### src/pkg/ttcu_map.vh
/*
  Register map, field positions and reset values of the triple timer unit.
  Assumes inclusion by bare name from design files; definitions only.
*/
`ifndef TTCU_MAP_VH
`define TTCU_MAP_VH
// Byte offsets, one aligned word per register
`define TTCU_CNT0 8'h00
`define TTCU_CMPA0 8'h04
`define TTCU_CMPB0 8'h08
`define TTCU_CTL0 8'h0C
`define TTCU_CNT1 8'h10
`define TTCU_CMPA1 8'h14
`define TTCU_CMPB1 8'h18
`define TTCU_CTL1 8'h1C
`define TTCU_CNT2 8'h20
`define TTCU_CMPA2 8'h24
`define TTCU_CTL2 8'h2C
`define TTCU_IRQ 8'h30
// Control field positions
`define TTCU_B_CONTINUOUS_RUN 0
`define TTCU_B_DUAL 1
`define TTCU_B_EXT 2
`define TTCU_B_PRE 3
`define TTCU_B_RTG 4
`define TTCU_B_MAX 5
`define TTCU_B_SEL 12
`define TTCU_B_INTEN 13
`define TTCU_B_QUAL 14
`define TTCU_B_EN 15
`define TTCU_CTL_RST 16'h0000
`define TTCU_CNT_RST 16'h0000
// Service slot codes: three timers then one idle clock
`define TTCU_SLOT_IDLE 2'h3
`endif

### src/design/ttcu_sync.v
/*
  Two-flop synchroniser for one asynchronous level.
  Assumes clk is the processor clock and rst_n is already synchronised.
*/
`timescale 1ns/1ps
module ttcu_sync (
  // Clock and reset
  input wire clk,
  input wire rst_n,
  // Level
  input wire din,
  output wire dout
);
  reg s1_q;
  reg s2_q;

  always @(posedge clk or negedge rst_n) begin
    if (!rst_n) begin
      s1_q <= 1'b0;
      s2_q <= 1'b0;
    end else begin
      s1_q <= din;
      s2_q <= s1_q;
    end
  end

  assign dout = s2_q;
endmodule

### src/design/ttcu_top.v
/*
  Triple 16-bit timer with one shared counter element and an AHB-Lite
  register slave. Assumes a single AHB-Lite master on MCLK, word accesses,
  timer input pins asynchronous to MCLK.
*/
// The placing of the registers and the AHB-Lite slave port were chosen for this implementation.
`timescale 1ns/1ps
`include "ttcu_map.vh"
module ttcu_top #(
  parameter WIDTH = 16
) (
  // Clock and reset
  input wire MCLK,
  input wire RSTN,
  // AHB-Lite slave
  input wire HSEL,
  input wire [31:0] HADDR,
  input wire [1:0] HTRANS,
  input wire HWRITE,
  input wire [2:0] HSIZE,
  input wire [31:0] HWDATA,
  input wire HREADY,
  output reg [31:0] HRDATA,
  output reg HREADYOUT,
  output reg HRESP,
  // Timer pins
  input wire TMR_IN0,
  input wire TMR_IN1,
  output reg TMR_OUT0,
  output reg TMR_OUT1,
  // Timer interrupt requests, one per timer
  output reg [2:0] TMR_IRQ
);
  reg rst_s1_q;
  reg rst_s2_q;
  wire rst_n;

  always @(posedge MCLK or negedge RSTN) begin
    if (!RSTN) begin
      rst_s1_q <= 1'b0;
      rst_s2_q <= 1'b0;
    end else begin
      rst_s1_q <= 1'b1;
      rst_s2_q <= rst_s1_q;
    end
  end
  assign rst_n = rst_s2_q;

  // Input pins, synchronised, then latched edges
  wire [1:0] pin_s;
  reg [1:0] pin_prev_q;
  reg [1:0] pin_rise_q;
  ttcu_sync u_sync0 (.clk(MCLK), .rst_n(rst_n), .din(TMR_IN0),
    .dout(pin_s[0]));
  ttcu_sync u_sync1 (.clk(MCLK), .rst_n(rst_n), .din(TMR_IN1),
    .dout(pin_s[1]));

  // Register banks
  reg [WIDTH-1:0] cnt_q [0:2];
  reg [WIDTH-1:0] cmpa_q [0:2];
  reg [WIDTH-1:0] cmpb_q [0:1];
  reg [15:0] ctl_q [0:2];
  reg [1:0] slot_q;
  reg t2_max_q;

  // AHB address phase capture
  reg wr_pend_q;
  reg [7:0] addr_q;
  wire acc = HSEL & HREADY & HTRANS[1];

  // Service of the slot's timer
  wire [1:0] s = slot_q;
  wire srv = (slot_q != `TTCU_SLOT_IDLE);
  wire [15:0] c = ctl_q[s];
  wire [WIDTH-1:0] cur = cnt_q[s];
  wire use_b = (s != 2'd2) & c[`TTCU_B_SEL];
  wire [WIDTH-1:0] cmp = use_b ? cmpb_q[s[0]] : cmpa_q[s];
  // Idle slot gated out so its empty bank never reaches the pin logic
  wire has_pin = srv & (s != 2'd2);
  wire external_clock_select = has_pin & c[`TTCU_B_EXT];
  wire rise = has_pin & pin_rise_q[s[0]];
  wire lvl = has_pin ? pin_s[s[0]] : 1'b1;
  wire retrig = has_pin & ~external_clock_select & c[`TTCU_B_RTG] & rise;
  reg tick;
  always @* begin
    if (external_clock_select) begin
      tick = rise;
    end else if (has_pin & c[`TTCU_B_PRE]) begin
      tick = t2_max_q;
    end else if (has_pin & ~c[`TTCU_B_RTG]) begin
      tick = lvl;
    end else begin
      tick = 1'b1;
    end
  end
  wire [WIDTH-1:0] inc = cur + {{(WIDTH-1){1'b0}}, 1'b1};
  wire go = srv & c[`TTCU_B_EN] & tick & ~retrig;
  wire hit = go & (inc == cmp);
  wire dual = has_pin & c[`TTCU_B_DUAL];

  // Write decoding of data phase
  wire [1:0] wt = addr_q[5:4];
  wire [1:0] wr = addr_q[3:2];
  wire wr_ok = wr_pend_q & (wt != 2'd3);

  integer i;
  always @(posedge MCLK or negedge rst_n) begin
    if (!rst_n) begin
      for (i = 0; i < 3; i = i + 1) begin
        cnt_q[i] <= `TTCU_CNT_RST;
        cmpa_q[i] <= `TTCU_CNT_RST;
        ctl_q[i] <= `TTCU_CTL_RST;
      end
      cmpb_q[0] <= `TTCU_CNT_RST;
      cmpb_q[1] <= `TTCU_CNT_RST;
      slot_q <= 2'd0;
      t2_max_q <= 1'b0;
      pin_prev_q <= 2'b00;
      pin_rise_q <= 2'b00;
      TMR_OUT0 <= 1'b1;
      TMR_OUT1 <= 1'b1;
      TMR_IRQ <= 3'b000;
    end else begin
      slot_q <= slot_q + 2'd1;
      pin_prev_q <= pin_s;
      // Edge held until its timer is serviced
      pin_rise_q <= pin_rise_q | (pin_s & ~pin_prev_q);
      if (srv & has_pin) begin
        pin_rise_q[s[0]] <= pin_s[s[0]] & ~pin_prev_q[s[0]];
      end
      TMR_IRQ <= 3'b000;
      if (srv & (s == 2'd0)) begin
        TMR_OUT0 <= 1'b1;
      end
      if (srv & (s == 2'd1)) begin
        TMR_OUT1 <= 1'b1;
      end
      // CPU write first; counter update below wins on shared fields
      if (wr_ok) begin
        case (wr)
          2'd0: cnt_q[wt] <= HWDATA[WIDTH-1:0];
          2'd1: cmpa_q[wt] <= HWDATA[WIDTH-1:0];
          2'd2: begin
            if (wt != 2'd2) begin
              cmpb_q[wt[0]] <= HWDATA[WIDTH-1:0];
            end
          end
          default: begin
            ctl_q[wt][`TTCU_B_MAX:0] <= HWDATA[`TTCU_B_MAX:0];
            ctl_q[wt][`TTCU_B_INTEN] <= HWDATA[`TTCU_B_INTEN];
            if (HWDATA[`TTCU_B_QUAL]) begin
              ctl_q[wt][`TTCU_B_EN] <= HWDATA[`TTCU_B_EN];
            end
          end
        endcase
      end
      if (srv) begin
        t2_max_q <= (s == 2'd2) ? hit : t2_max_q;
      end
      if (retrig) begin
        cnt_q[s] <= `TTCU_CNT_RST;
      end else if (go) begin
        cnt_q[s] <= hit ? `TTCU_CNT_RST : inc;
      end
      if (hit) begin
        ctl_q[s][`TTCU_B_MAX] <= 1'b1;
        if (c[`TTCU_B_INTEN]) begin
          TMR_IRQ[s] <= 1'b1;
        end
        if (dual) begin
          ctl_q[s][`TTCU_B_SEL] <= ~c[`TTCU_B_SEL];
        end else begin
          ctl_q[s][`TTCU_B_SEL] <= 1'b0;
        end
        // One-shot stops after a full cycle (dual: after B)
        if (~c[`TTCU_B_CONTINUOUS_RUN] & (~dual | c[`TTCU_B_SEL])) begin
          ctl_q[s][`TTCU_B_EN] <= 1'b0;
        end
        if (s == 2'd0) begin
          TMR_OUT0 <= dual ? c[`TTCU_B_SEL] : 1'b0;
        end
        if (s == 2'd1) begin
          TMR_OUT1 <= dual ? c[`TTCU_B_SEL] : 1'b0;
        end
      end else if (dual & srv) begin
        // Wave: low while B is active
        if (s == 2'd0) begin
          TMR_OUT0 <= ~c[`TTCU_B_SEL];
        end
        if (s == 2'd1) begin
          TMR_OUT1 <= ~c[`TTCU_B_SEL];
        end
      end
    end
  end

  // Read views per bank; qualifier is never stored, so it reads zero
  wire [31:0] cnt_rd [0:2];
  wire [31:0] cmpa_rd [0:2];
  wire [31:0] ctl_rd [0:2];
  genvar k;
  generate
    for (k = 0; k < 3; k = k + 1) begin : g_rd
      assign cnt_rd[k] = {{(32-WIDTH){1'b0}}, cnt_q[k]};
      assign cmpa_rd[k] = {{(32-WIDTH){1'b0}}, cmpa_q[k]};
      assign ctl_rd[k] = {16'h0000,
        ctl_q[k] & ~(16'h0001 << `TTCU_B_QUAL)};
    end
  endgenerate

  // AHB-Lite: zero wait states, always OKAY
  reg [31:0] rd_d;
  wire [1:0] at = HADDR[5:4];
  wire [1:0] ar = HADDR[3:2];
  always @* begin
    rd_d = 32'h0000_0000;
    if (HADDR[7:0] == `TTCU_IRQ) begin
      rd_d = {29'h0000_0000, TMR_IRQ};
    end else if (at != 2'd3) begin
      case (ar)
        2'd0: rd_d = cnt_rd[at];
        2'd1: rd_d = cmpa_rd[at];
        2'd2: rd_d[WIDTH-1:0] = (at == 2'd2) ? {WIDTH{1'b0}} :
                                cmpb_q[at[0]];
        default: rd_d = ctl_rd[at];
      endcase
    end
  end

  always @(posedge MCLK or negedge rst_n) begin
    if (!rst_n) begin
      HRDATA <= 32'h0000_0000;
      HREADYOUT <= 1'b1;
      HRESP <= 1'b0;
      wr_pend_q <= 1'b0;
      addr_q <= 8'h00;
    end else begin
      HREADYOUT <= 1'b1;
      HRESP <= 1'b0;
      wr_pend_q <= acc & HWRITE;
      addr_q <= HADDR[7:0];
      if (acc & ~HWRITE) begin
        HRDATA <= rd_d;
      end
    end
  end
endmodule

### config.mk
export PLATFORM = sky130hd
export DESIGN_NAME = ttcu_top
export DESIGN_NICKNAME = d
export VERILOG_FILES = /design/src/design/ttcu_sync.v /design/src/design/ttcu_top.v
export VERILOG_INCLUDE_DIRS = /design/src /design/src/pkg
export SDC_FILE = /design/constraint.sdc
export NUM_CORES = 1
export LEC_CHECK = 0
export BUFFER_PORTS_ARGS = -buffer_cell sky130_fd_sc_hd__buf_2
export CAP_MARGIN = 20
export CORE_MARGIN = 4
export CORE_UTILIZATION = 50
export DETAILED_ROUTE_END_ITERATION = 12
export GPL_TIMING_DRIVEN = 1
export PLACE_DENSITY = 0.8
export SLEW_MARGIN = 20
export SYNTH_ARGS = -nofsm -noshare
export SYNTH_HDL_FRONTEND = slang
export SYNTH_SLANG_ARGS = --single-unit
### constraint.sdc
create_clock -name MCLK -period 6.6 [get_ports MCLK]
set_input_delay 1.98 -clock MCLK [delete_from_list [all_inputs] [get_ports MCLK]]
set_output_delay 1.98 -clock MCLK [all_outputs]
set_load 0.02 [all_outputs]
# Word-level counts from Yosys, hierarchy flattened
# Cells that the tools add are included.
[totals] reg_bits=233 word_cells=215 output_inout_bits=39 inputBits=76
[classes] muxes=97 reduce_logical=12 bitwise_logic=50 addsub=2 eq_ne=14 magnitude_cmp=13
[op_table] operator="two-way mux 48 bit" n=11
[op_table] operator="bitwise mux 48 bit" n=7
[op_table] operator="two-way mux 16 bit" n=20
[op_table] operator="demux 16 bit (select 2 bit)" n=8
[op_table] operator="two-way mux 32 bit" n=8
[op_table] operator="binary-select mux 32 bit (select 2 bit)" n=3
[op_table] operator="AND 48 bit" n=3
[op_table] operator="inverter 48 bit" n=3
[op_table] operator="binary-select mux 16 bit (select 2 bit)" n=3
[op_table] operator="case mux 16 bit (3 select lines)" n=2
[op_table] operator="OR 48 bit" n=1
[op_table] operator="bitwise mux 32 bit" n=1
[op_table] operator="AND 1 bit" n=25
[op_table] operator="two-way mux 1 bit" n=23
[op_table] operator="adder 16 x 1 -> 16 bit (second input constant)" n=1
[op_table] operator="demux 16 bit (select 1 bit)" n=1
[op_table] operator="== test 16 bit" n=1
[op_table] operator="two-way mux 14 bit" n=1
[op_table] operator="two-way mux 13 bit" n=1
[op_table] operator="two-way mux 6 bit" n=2
[op_table] operator="!= test 2 bit (second input constant)" n=5
[op_table] operator=">= comparator 3 bit (second input constant)" n=3
[op_table] operator="inverter 2 -> 3 bit" n=3
[op_table] operator="== test 2 bit (second input constant)" n=4
[op_table] operator="26 further kinds" n=48

# Longest topological paths before layout
# Gate-level depths: netlist of run 1.
[logic_depth] depth_word=18 ltp_mapped=17 ltp_nobuf=14

# By module
# Synthesis of run 1 repeated with hierarchy kept, for this count alone.
[hier_totals] hier_cells=1141 area_unflattened_um2=11523.6
[by_module_without_submodules] mod="ttcu_top" n_inst=1 cells_per_inst=1137 area_each_um2=11423.5 seq_area_each_um2=4757.1
[by_module_without_submodules] mod="ttcu_sync" n_inst=2 cells_per_inst=2 area_each_um2=50.0 seq_area_each_um2=50.0

# Worst setup path after synthesis of run 1
# Ideal clock, no wire load.
[synth_timing] kind="input-to-reg" from="input HADDR[5]" to="register HRDATA[5]" arrival_ps=3542 path_buffers=2 setup_slack_ps=2922 t_required_ps=6464 path_stages=8 setup_ps=136 cell_sequence="clkbuf_1 > buf_1 > mux2i_1 > o21ai_0 > a22oi_1 > o21ai_0 > o21ai_0 > o21ai_0"
[synth_via] elab_chain_len=7 word_cells_on_any_way=17
[synth_rtl] item="start, declared" line="ttcu_top.v:17" rtl="input wire [31:0] HADDR,"
[synth_rtl] item="inverter 2 -> 3 bit (not written as such)" line="ttcu_top.v:221, ttcu_top.v:222, ttcu_top.v:225"
[synth_rtl] item="binary-select mux 32 bit (select 2 bit) (on tied branches)" line="ttcu_top.v:225, ttcu_top.v:221, ttcu_top.v:222"
[synth_rtl] item="two-way mux 32 bit (on tied branches) (2 in series)" line="ttcu_top.v:225, ttcu_top.v:221, ttcu_top.v:222"
[synth_rtl] item="case mux 16 bit (3 select lines)" line="ttcu_top.v:220" rtl="case (ar)"
[synth_rtl] item="two-way mux 32 bit" line="ttcu_top.v:219" rtl="end else if (at != 2'd3) begin"
[synth_rtl] item="two-way mux 32 bit *" line="ttcu_top.v:217" rtl="if (HADDR[7:0] == `TTCU_IRQ) begin"
[synth_rtl] item="end signal, assigned" line="ttcu_top.v:243" rtl="HRDATA <= rd_d;"
[synth_rtl] item="end, declared" line="ttcu_top.v:23" rtl="output reg [31:0] HRDATA,"
# Mark *: on every way between the ends. The rest lies on a longest branch, timed or not. The select of a mux whose other input is x is not followed.
# A chain may end at the register's enable or synchronous reset.

# Worst setup path after layout of run 1
[layout_timing] from="register slot_q[1] (netlist: s[1])" to="register cnt_q[19] in the netlist's numbering"
[layout_via] elab_chain_len=16 word_cells_on_any_way=46
[layout_rtl] item="start, declared" line="ttcu_top.v:63" rtl="reg [1:0] slot_q;"
[layout_rtl] item="start signal, assigned" line="ttcu_top.v:124" rtl="slot_q <= slot_q + 2'd1;"
[layout_rtl] item="parallel branches: the longest is 15 deep, another holds adder 16 x 1 -> 16 bit"
[layout_rtl] item="two-way mux 48 bit *" line="ttcu_top.v:160" rtl="if (retrig) begin"
[layout_rtl] item="end signal, assigned by index" line="ttcu_top.v:141" rtl="2'd0: cnt_q[wt] <= HWDATA[WIDTH-1:0];"
[layout_rtl] item="end signal, assigned by index" line="ttcu_top.v:161" rtl="cnt_q[s] <= `TTCU_CNT_RST;"
[layout_rtl] item="end signal, assigned by index" line="ttcu_top.v:163" rtl="cnt_q[s] <= hit ? `TTCU_CNT_RST : inc;"
[layout_rtl] item="end, declared" line="ttcu_top.v:59" rtl="reg [WIDTH-1:0] cnt_q [0:2];"
# Every way passes the cells marked *. The select of a mux whose other input is x is not followed.

==> results of run 1 <==
[flip-flops by register name, summed over array words and instances (netlist names), 3 cells and up]
name / count
HRDATA: 16
TMR_IRQ: 3
addr_q: 4
cmpa_q: 48
cmpb_q: 32
cnt_q: 48
ctl_q: 27
[worst max path at each step]
stage / from / to / depth (start not counted)
CTS: s[1] / cnt_q[30] / 14
detailed placement: s[1] / cnt_q[21] / 14
global placement: s[1] / cnt_q[21] / 14
global route: s[1] / cnt_q[36] / 14
finish: s[1] / cnt_q[19] / 14
floorplan: rst_n / HRDATA[0] / 0
[through the flow]
| stage | util (%) | total power, W | std cells | worst slack (ps) |
|---|---|---|---|---|
| detailed placement | 52.5 | 0.00246 | 1341 | 1530 |
| CTS | 55.3 | 0.00357 | 1373 | 1480 |
| floorplan | - | 0.00223 | 1078 | 797 |
| finish | 55.4 | 0.00359 | 1374 | 1350 |
| global placement | 52.5 | 0.00242 | 1340 | 1550 |
| global route | 55.4 | 0.00374 | 1374 | 1150 |
[placed cells by master, fill, tap and decap left out, types with 9 or more instances in the layout]
cell | netlist | layout
dfrtp_1 | 192 | 189
mux2i_1 | 145 | 145
mux2_2 | 122 | 122
nand2_1 | 110 | 109
o21ai_0 | 78 | 78
buf_2 | 11 | 52
o22ai_1 | 32 | 32
a22oi_1 | 26 | 26
o22ai_2 | 26 | 26
buf_4 | 22 | 24
nor2_1 | 22 | 22
nand3_1 | 22 | 22
a21oi_1 | 23 | 21
conb_1 | 2 | 19
clkbuf_16 | 0 | 17
xor2_1 | 15 | 15
o2bb2ai_1 | 11 | 11
and2_1 | 10 | 9
[logic make-up (layout without fill, tap and decap cells)]
group                      count (synthesis)  count (layout)  share of synthesized area [%]
muxes                                    269             269                           24.7
AOI/OAI and AO/OA                        234             234                           14.7
and+or+nand+nor                          217             217                           9.71
DFF                                      194             194                           42.2
buffers and inverters                    109             120                           4.85
xor gates and xnor gates                  31              31                           3.21
adders and majority gates                  5               5                          0.543
other                                      2              19                         0.0652
[cells in the mapped netlist, drive strengths merged, types with 2 or more instances]
| cell type | instances |
|---|---|
| a22o | 7 |
| xnor2 | 9 |
| o21ai | 80 |
| nor2 | 22 |
| conb | 2 |
| nor3 | 5 |
| nand2 | 110 |
| dfrtp | 192 |
| o211ai | 4 |
| buf | 45 |
| nand4b | 2 |
| o22ai | 58 |
| inv | 9 |
| nand2b | 2 |
| a221oi | 6 |
| mux2 | 124 |
| o31ai | 4 |
| nand4 | 7 |
| nor2b | 3 |
| a21oi | 24 |
| o2bb2ai | 17 |
| nor4 | 5 |
| ha | 5 |
| and3 | 6 |
| and4 | 3 |
| xor2 | 16 |
| nand3 | 22 |
| clkbuf | 54 |
| a41oi | 2 |
| nand3b | 6 |
| mux2i | 145 |
| or3 | 2 |
| dfstp | 2 |
| nor3b | 4 |
| or2 | 2 |
| and2 | 10 |
| a22oi | 26 |
| xnor3 | 6 |
| nor4b | 3 |
[power by group through the flow]
stage | clock network, W | registers (W) | logic, W
after floorplan | 0 | 0.00153 | 0.000700
after global placement | 0 | 0.00152 | 0.000892
after detailed placement | 0 | 0.00154 | 0.000919
after CTS | 0.00112 | 0.00152 | 0.000930
after global routing | 0.00117 | 0.00155 | 0.00102
final | 0.00112 | 0.00152 | 0.000945
[per-layer routing]
metal  up-vias  share of wire, %
met5         -             0.022
met4         2               4.2
met3       116                10
met2       521                46
met1      4383                40
li1       3881                 -
[area by class of cell]
class	instances	area, µm²
inverter	10	37.5
timing repair buffer	78	467
multi-input combinational	775	6200
clock inverter	12	180
tap	285	357
clock buffer	20	447
fill	1863	10100
sequential	194	4860
[critical path, cell delays in order (launching register included)]
cell     delay [ps]
dfrtp_2         710
nor2b_4         670
a21oi_2         230
inv_2           130
ha_1            220
nand2_1          70
o32ai_1         590
nand4_1         350
xnor2_2         350
xor2_1          270
nand3_1         120
nor4_2          270
and2_2          610
buf_4           360
o22ai_1         110
==> metrics.md, run 1 <==
| Metric | Value |
|---|---|
| Status | `completed` |
| CTS H-tree lvls | `4` |
| Ys flop type | `dfrtp_1` |
| Fin crit share | `79.5%` |
| Unique masters post-synth | `67` |
| Overall routing resource usage | `25.4%` |
| Row cnt | `55` |
| Worst Reg2Reg Path Length in Cells | `14` |
| P_sw | `0.00115 W` |
| Register share of total power | `42.4%` |
| Initial antenna violation count | `2` |
| Post-cts resize count | `0` |
| Setup Buffers After CTS | `0` |
| Hold Path Class | `flop to flop` |
| Worst Clk Skew | `8.06 ps` |
| Met2 Track Usage GR | `39.3%` |
| Hold Startpoint | `u_sync0.s1_q` |
| Post-synth EDFFs | `0` |
| Worst Path Class, Setup | `flop to flop` |
| Final Instance Area | `12500 µm²` |
| Pleak | `5.54 nW` |
| DRT Pass-1 Iters | `5` |
| F_max | `191 MHz` |
| Hold Fails Final Rpt | `0` |
| Die Footprint | `25500 µm²` |
| Max-slew headroom | `18.8%` |
| Root Driver | `clkbuf_16` |
| TNS Setup | `0 ps` |
| Endpoints failing setup | `0` |
| Global-route wire length before repair | `51.2 mm` |
| Post-synth top area share | `41.7%` |
| Most used routing layer | `met2` |
| Die Width | `160 µm` |
| Buffers on Ports | `52` |
| Post-synthesis sequential area ratio | `42.2%` |
| Vias in the first global route | `8958` |
| Reg2reg end | `cnt_q[19]` |
| Maximum VDD drop | `0.156 mV` |
| Worst-Margin Slew | `1220 ps` |
| WHS | `350 ps` |
| Worst EP arrival | `5540 ps` |
| R2r setup slk | `1350 ps` |
| GR Util met3 | `5.52%` |
| Post-route ant nets | `0` |
| Synth area leader | `dfrtp_1` |
| Worst setup EP type | `flop` |
| RR Startpoint | `s[1]` |
| Slew Viols, Final | `0` |
| WL final | `32.5 mm` |
| Worst setup SP type | `flop` |
| Core area | `22600 µm²` |
| Dpl hpwl | `21.0 mm` |
| Total power density per cell area | `286 nW/µm²` |
| Net Sw Frac | `32.1%` |
| Diodes inserted | `0` |
| Cell Int Power | `0.00243 W` |
| Total CTS buffers | `17` |
| RePlAce Congestion | `0.957` |
| DR vias | `8903` |
| Io pins | `115` |
| # DRC | `0` |
| Initial DRC Count | `987` |
| CTS tree | `built` |
| Worst Path Required | `6890 ps` |
| Fin crit period | `5250 ps` |
| Max Buffers Root-to-Sink | `2` |
| Ys async rst share | `100%` |
| Routed WL per cell | `23.7 µm` |
| Post-Syn Instances | `1061` |
| P&R area growth vs syn | `9.01%` |
| WHS Endpoint | `u_sync0.dout` |
| Largest cells by area after synthesis | `dfrtp_1, mux2i_1, mux2_2` |
| Cell Area, Synth | `11500 µm²` |
| Logic pwr share | `26.4%` |
| RSZ-0062 raised after global routing | `false` |
| Clk_lat worst skew | `450 ps` |
| Placed Area | `11900 µm²` |
| Mean Syn Cell Area | `10.8 µm²` |
| Hold Path Depth | `0` |
| Remaining global-route overflow | `0` |
| Chip Height | `160 µm` |
| Clock power frac | `31.2%` |
| Crit path max fanout | `25` |
| Initial core utilization | `50.8%` |
| Max cap viols | `0` |
| Largest net degree at the start of global routing | `66` |
| Share of layout cells above drive strength 1 | `27.0%` |
| Clock net sink count | `194` |
| Nets@finish | `1157` |
| Ys Warns | `0` |
| DR vias/cell | `6.48` |
| GR Layer Usage met1 | `34.0%` |
| Hold_buf cts | `0` |
| Clock transition at path regs | `70 ps` |
| FF+latch count, synth | `194` |
No activity file was read; power rests on OpenSTA's default activity.
==> run 2, diff against run 1 <==
--- a/config.mk
+++ b/config.mk
@@ -12,7 +12,7 @@
 export CORE_UTILIZATION = 50
 export DETAILED_ROUTE_END_ITERATION = 12
 export GPL_TIMING_DRIVEN = 1
-export PLACE_DENSITY = 0.8
+export PLACE_DENSITY = 0.83
 export SLEW_MARGIN = 20
 export SYNTH_ARGS = -nofsm -noshare
 export SYNTH_HDL_FRONTEND = slang
==> constraint.sdc (replaced) <==
create_clock -name MCLK -period 4.3 [get_ports MCLK]
set_input_delay 1.29 -clock MCLK [delete_from_list [all_inputs] [get_ports MCLK]]
set_output_delay 1.29 -clock MCLK [all_outputs]
set_load 0.02 [all_outputs]
==> run 2 against run 1 <==
Worst setup slack lost 1100 ps. Largest power group unchanged. Final area grew 0.90%. Sequential power grew 54%. Combinational power grew 54%. Highest routed layer unchanged.
==> metrics.md, run 2 (synthesized netlist as in run 1, its figures left out) <==
| Metric | Value |
|---|---|
| F_max | `250 MHz` |
| Setup ws final | `299 ps` |
| Global-route wire length before repair | `51.1 mm` |
| Clk_lat worst skew | `440 ps` |
| Worst Path Class, Setup | `flop to flop` |
| Nets@finish | `1170` |
| Post-cts resize count | `0` |
| Worst-Margin Slew | `1170 ps` |
| Die Footprint | `25500 µm²` |
| Initial core utilization | `50.8%` |
| DR vias/cell | `6.45` |
| Worst path bufs/invs | `1` |
| Largest net degree at the start of global routing | `83` |
| Slew Viols, Final | `0` |
| Routed WL per cell | `23.2 µm` |
| Worst EP arrival | `4340 ps` |
| P&R area growth vs syn | `9.99%` |
| Worst setup EP type | `flop` |
| Core area | `22600 µm²` |
| Critical Path Source | `s[1]` |
| Hold Path Class | `flop to flop` |
| Clock transition at path regs | `70 ps` |
| Cells along the critical path | `ha_1 -> o31ai_4 -> buf_4 -> mux2i_1 -> xor2_1 -> xnor2_1 -> nand3_1 -> nor4_1 -> nand2_1 -> nor3_1` |
| RR Startpoint | `s[1]` |
| Total power density per cell area | `432 nW/µm²` |
| Chip Height | `160 µm` |
| CTS tree | `built` |
| Hold Fails Final Rpt | `0` |
| Endpoints failing setup | `0` |
| Final Instance Area | `12700 µm²` |
| Cell family with most CP delay | `simple AND/OR/NAND/NOR gates` |
| Diodes inserted | `0` |
| Post-route ant nets | `0` |
| Row cnt | `55` |
| Share of layout cells above drive strength 1 | `27.9%` |
| Max cap viols | `0` |
| WL final | `32.2 mm` |
| Pleak | `5.61 nW` |
| Max-slew headroom | `21.9%` |
| Clock net sink count | `194` |
| Placed Area | `12000 µm²` |
| Worst Clk Skew | `11.3 ps` |
| Status | `completed` |
| Remaining global-route overflow | `0` |
| Worst setup SP type | `flop` |
| Total CTS buffers | `17` |
| Crit path max fanout | `15` |
| Vias in the first global route | `9198` |
| Maximum VDD drop | `0.271 mV` |
| Leading cell type in the layout, fill and taps excluded | `dfrtp_1` |
| # DRC | `0` |
| Root Driver | `clkbuf_16` |
| Hold_buf cts | `0` |
| Dpl hpwl | `21.5 mm` |
| Io pins | `115` |
| Worst Path Required | `4640 ps` |
| Critical-path top delay cell | `o31ai_4` |
| Fin crit share | `93.0%` |
| DR vias | `8943` |
| Max Buffers Root-to-Sink | `2` |
| Setup WS pre-CTS | `455 ps` |
| Biggest regs | `cmpa_q (48), cnt_q (48), cmpb_q (32)` |
| Die Width | `160 µm` |
| TNS Setup | `0 ps` |
| RSZ-0062 raised after global routing | `false` |
| WHS | `349 ps` |
| DRT Pass-1 Iters | `5` |
| RePlAce Congestion | `0.941` |
| Initial DRC Count | `978` |
| Setup Buffers After CTS | `0` |
| Initial antenna violation count | `3` |
| Most frequent cells in the layout | `dfrtp_1, mux2i_1, mux2_2, nand2_1, o21ai_0` |
| Crit-path max cell delay | `680 ps` |
| CTS H-tree lvls | `4` |
| Fin crit period | `4000 ps` |
| Overall routing resource usage | `25.2%` |
| Buffers on Ports | `52` |
| Hold Startpoint | `u_sync1.s1_q` |
-- run 2: cell count changes in the layout (fill, tap and decap cells not counted), moves of 2 or more --
cell and delta:
clkbuf_8 +2, inv_6 +2, clkinv_2 -2, buf_4 +10, buf_12 +3, bufinv_16 -2
-- run 2: area by class of cell --
class	instances	area [µm²]
clock inverter	11	139
fill	1789	9980
multi-input combinational	775	6190
clock buffer	21	470
tap	285	357
inverter	10	37.5
timing repair buffer	91	602
sequential	194	4860
-- run 2: worst paths after layout --
kind                            endpoint  cells past startpoint  slack (ps)
min in group asynchronous  pin_prev_q[1]                      0         480
min reg2reg                 u_sync1.dout                      0         350
max in group asynchronous           s[0]                      1        2730
max reg2reg                   TMR_IRQ[1]                     10         300
min                         u_sync1.dout                      0         350
max                           TMR_IRQ[1]                     10         300
-- run 2: per-layer routing --
metal	up-vias	part of all wire (%)	GRT usage (%)
li1	3913	-	-
met4	6	3.7	10.7
met2	480	47	40.4
met5	-	0.16	0
met1	4440	40	32.2
met3	104	9.6	7.10
-- run 2: worst register-to-register path: stages (launching register included) --
cell and delay, ps:
dfrtp_2 540, ha_1 360, o31ai_4 680, buf_4 400
mux2i_1 340, xor2_1 140, xnor2_1 360, nand3_1 130
nor4_1 460, nand2_1 220, nor3_1 270
-- run 2: power breakdown --
group,leakage [nW],internal (W),switching [W],total (W)
Clock,0.294,0.000919,0.000744,0.00166
Combinational,2.93,0.000649,0.000812,0.00146
Sequential,2.39,0.00210,0.000235,0.00234
-- run 2: metrics by stage --
stage	total power [W]	util, %	cells
after detailed placement	0.00379	53.1	1354
after floorplan	0.00342	-	1078
after CTS	0.00544	55.8	1386
after global routing	0.00570	55.9	1387
after global placement	0.00372	53.1	1353
final	0.00546	55.9	1387
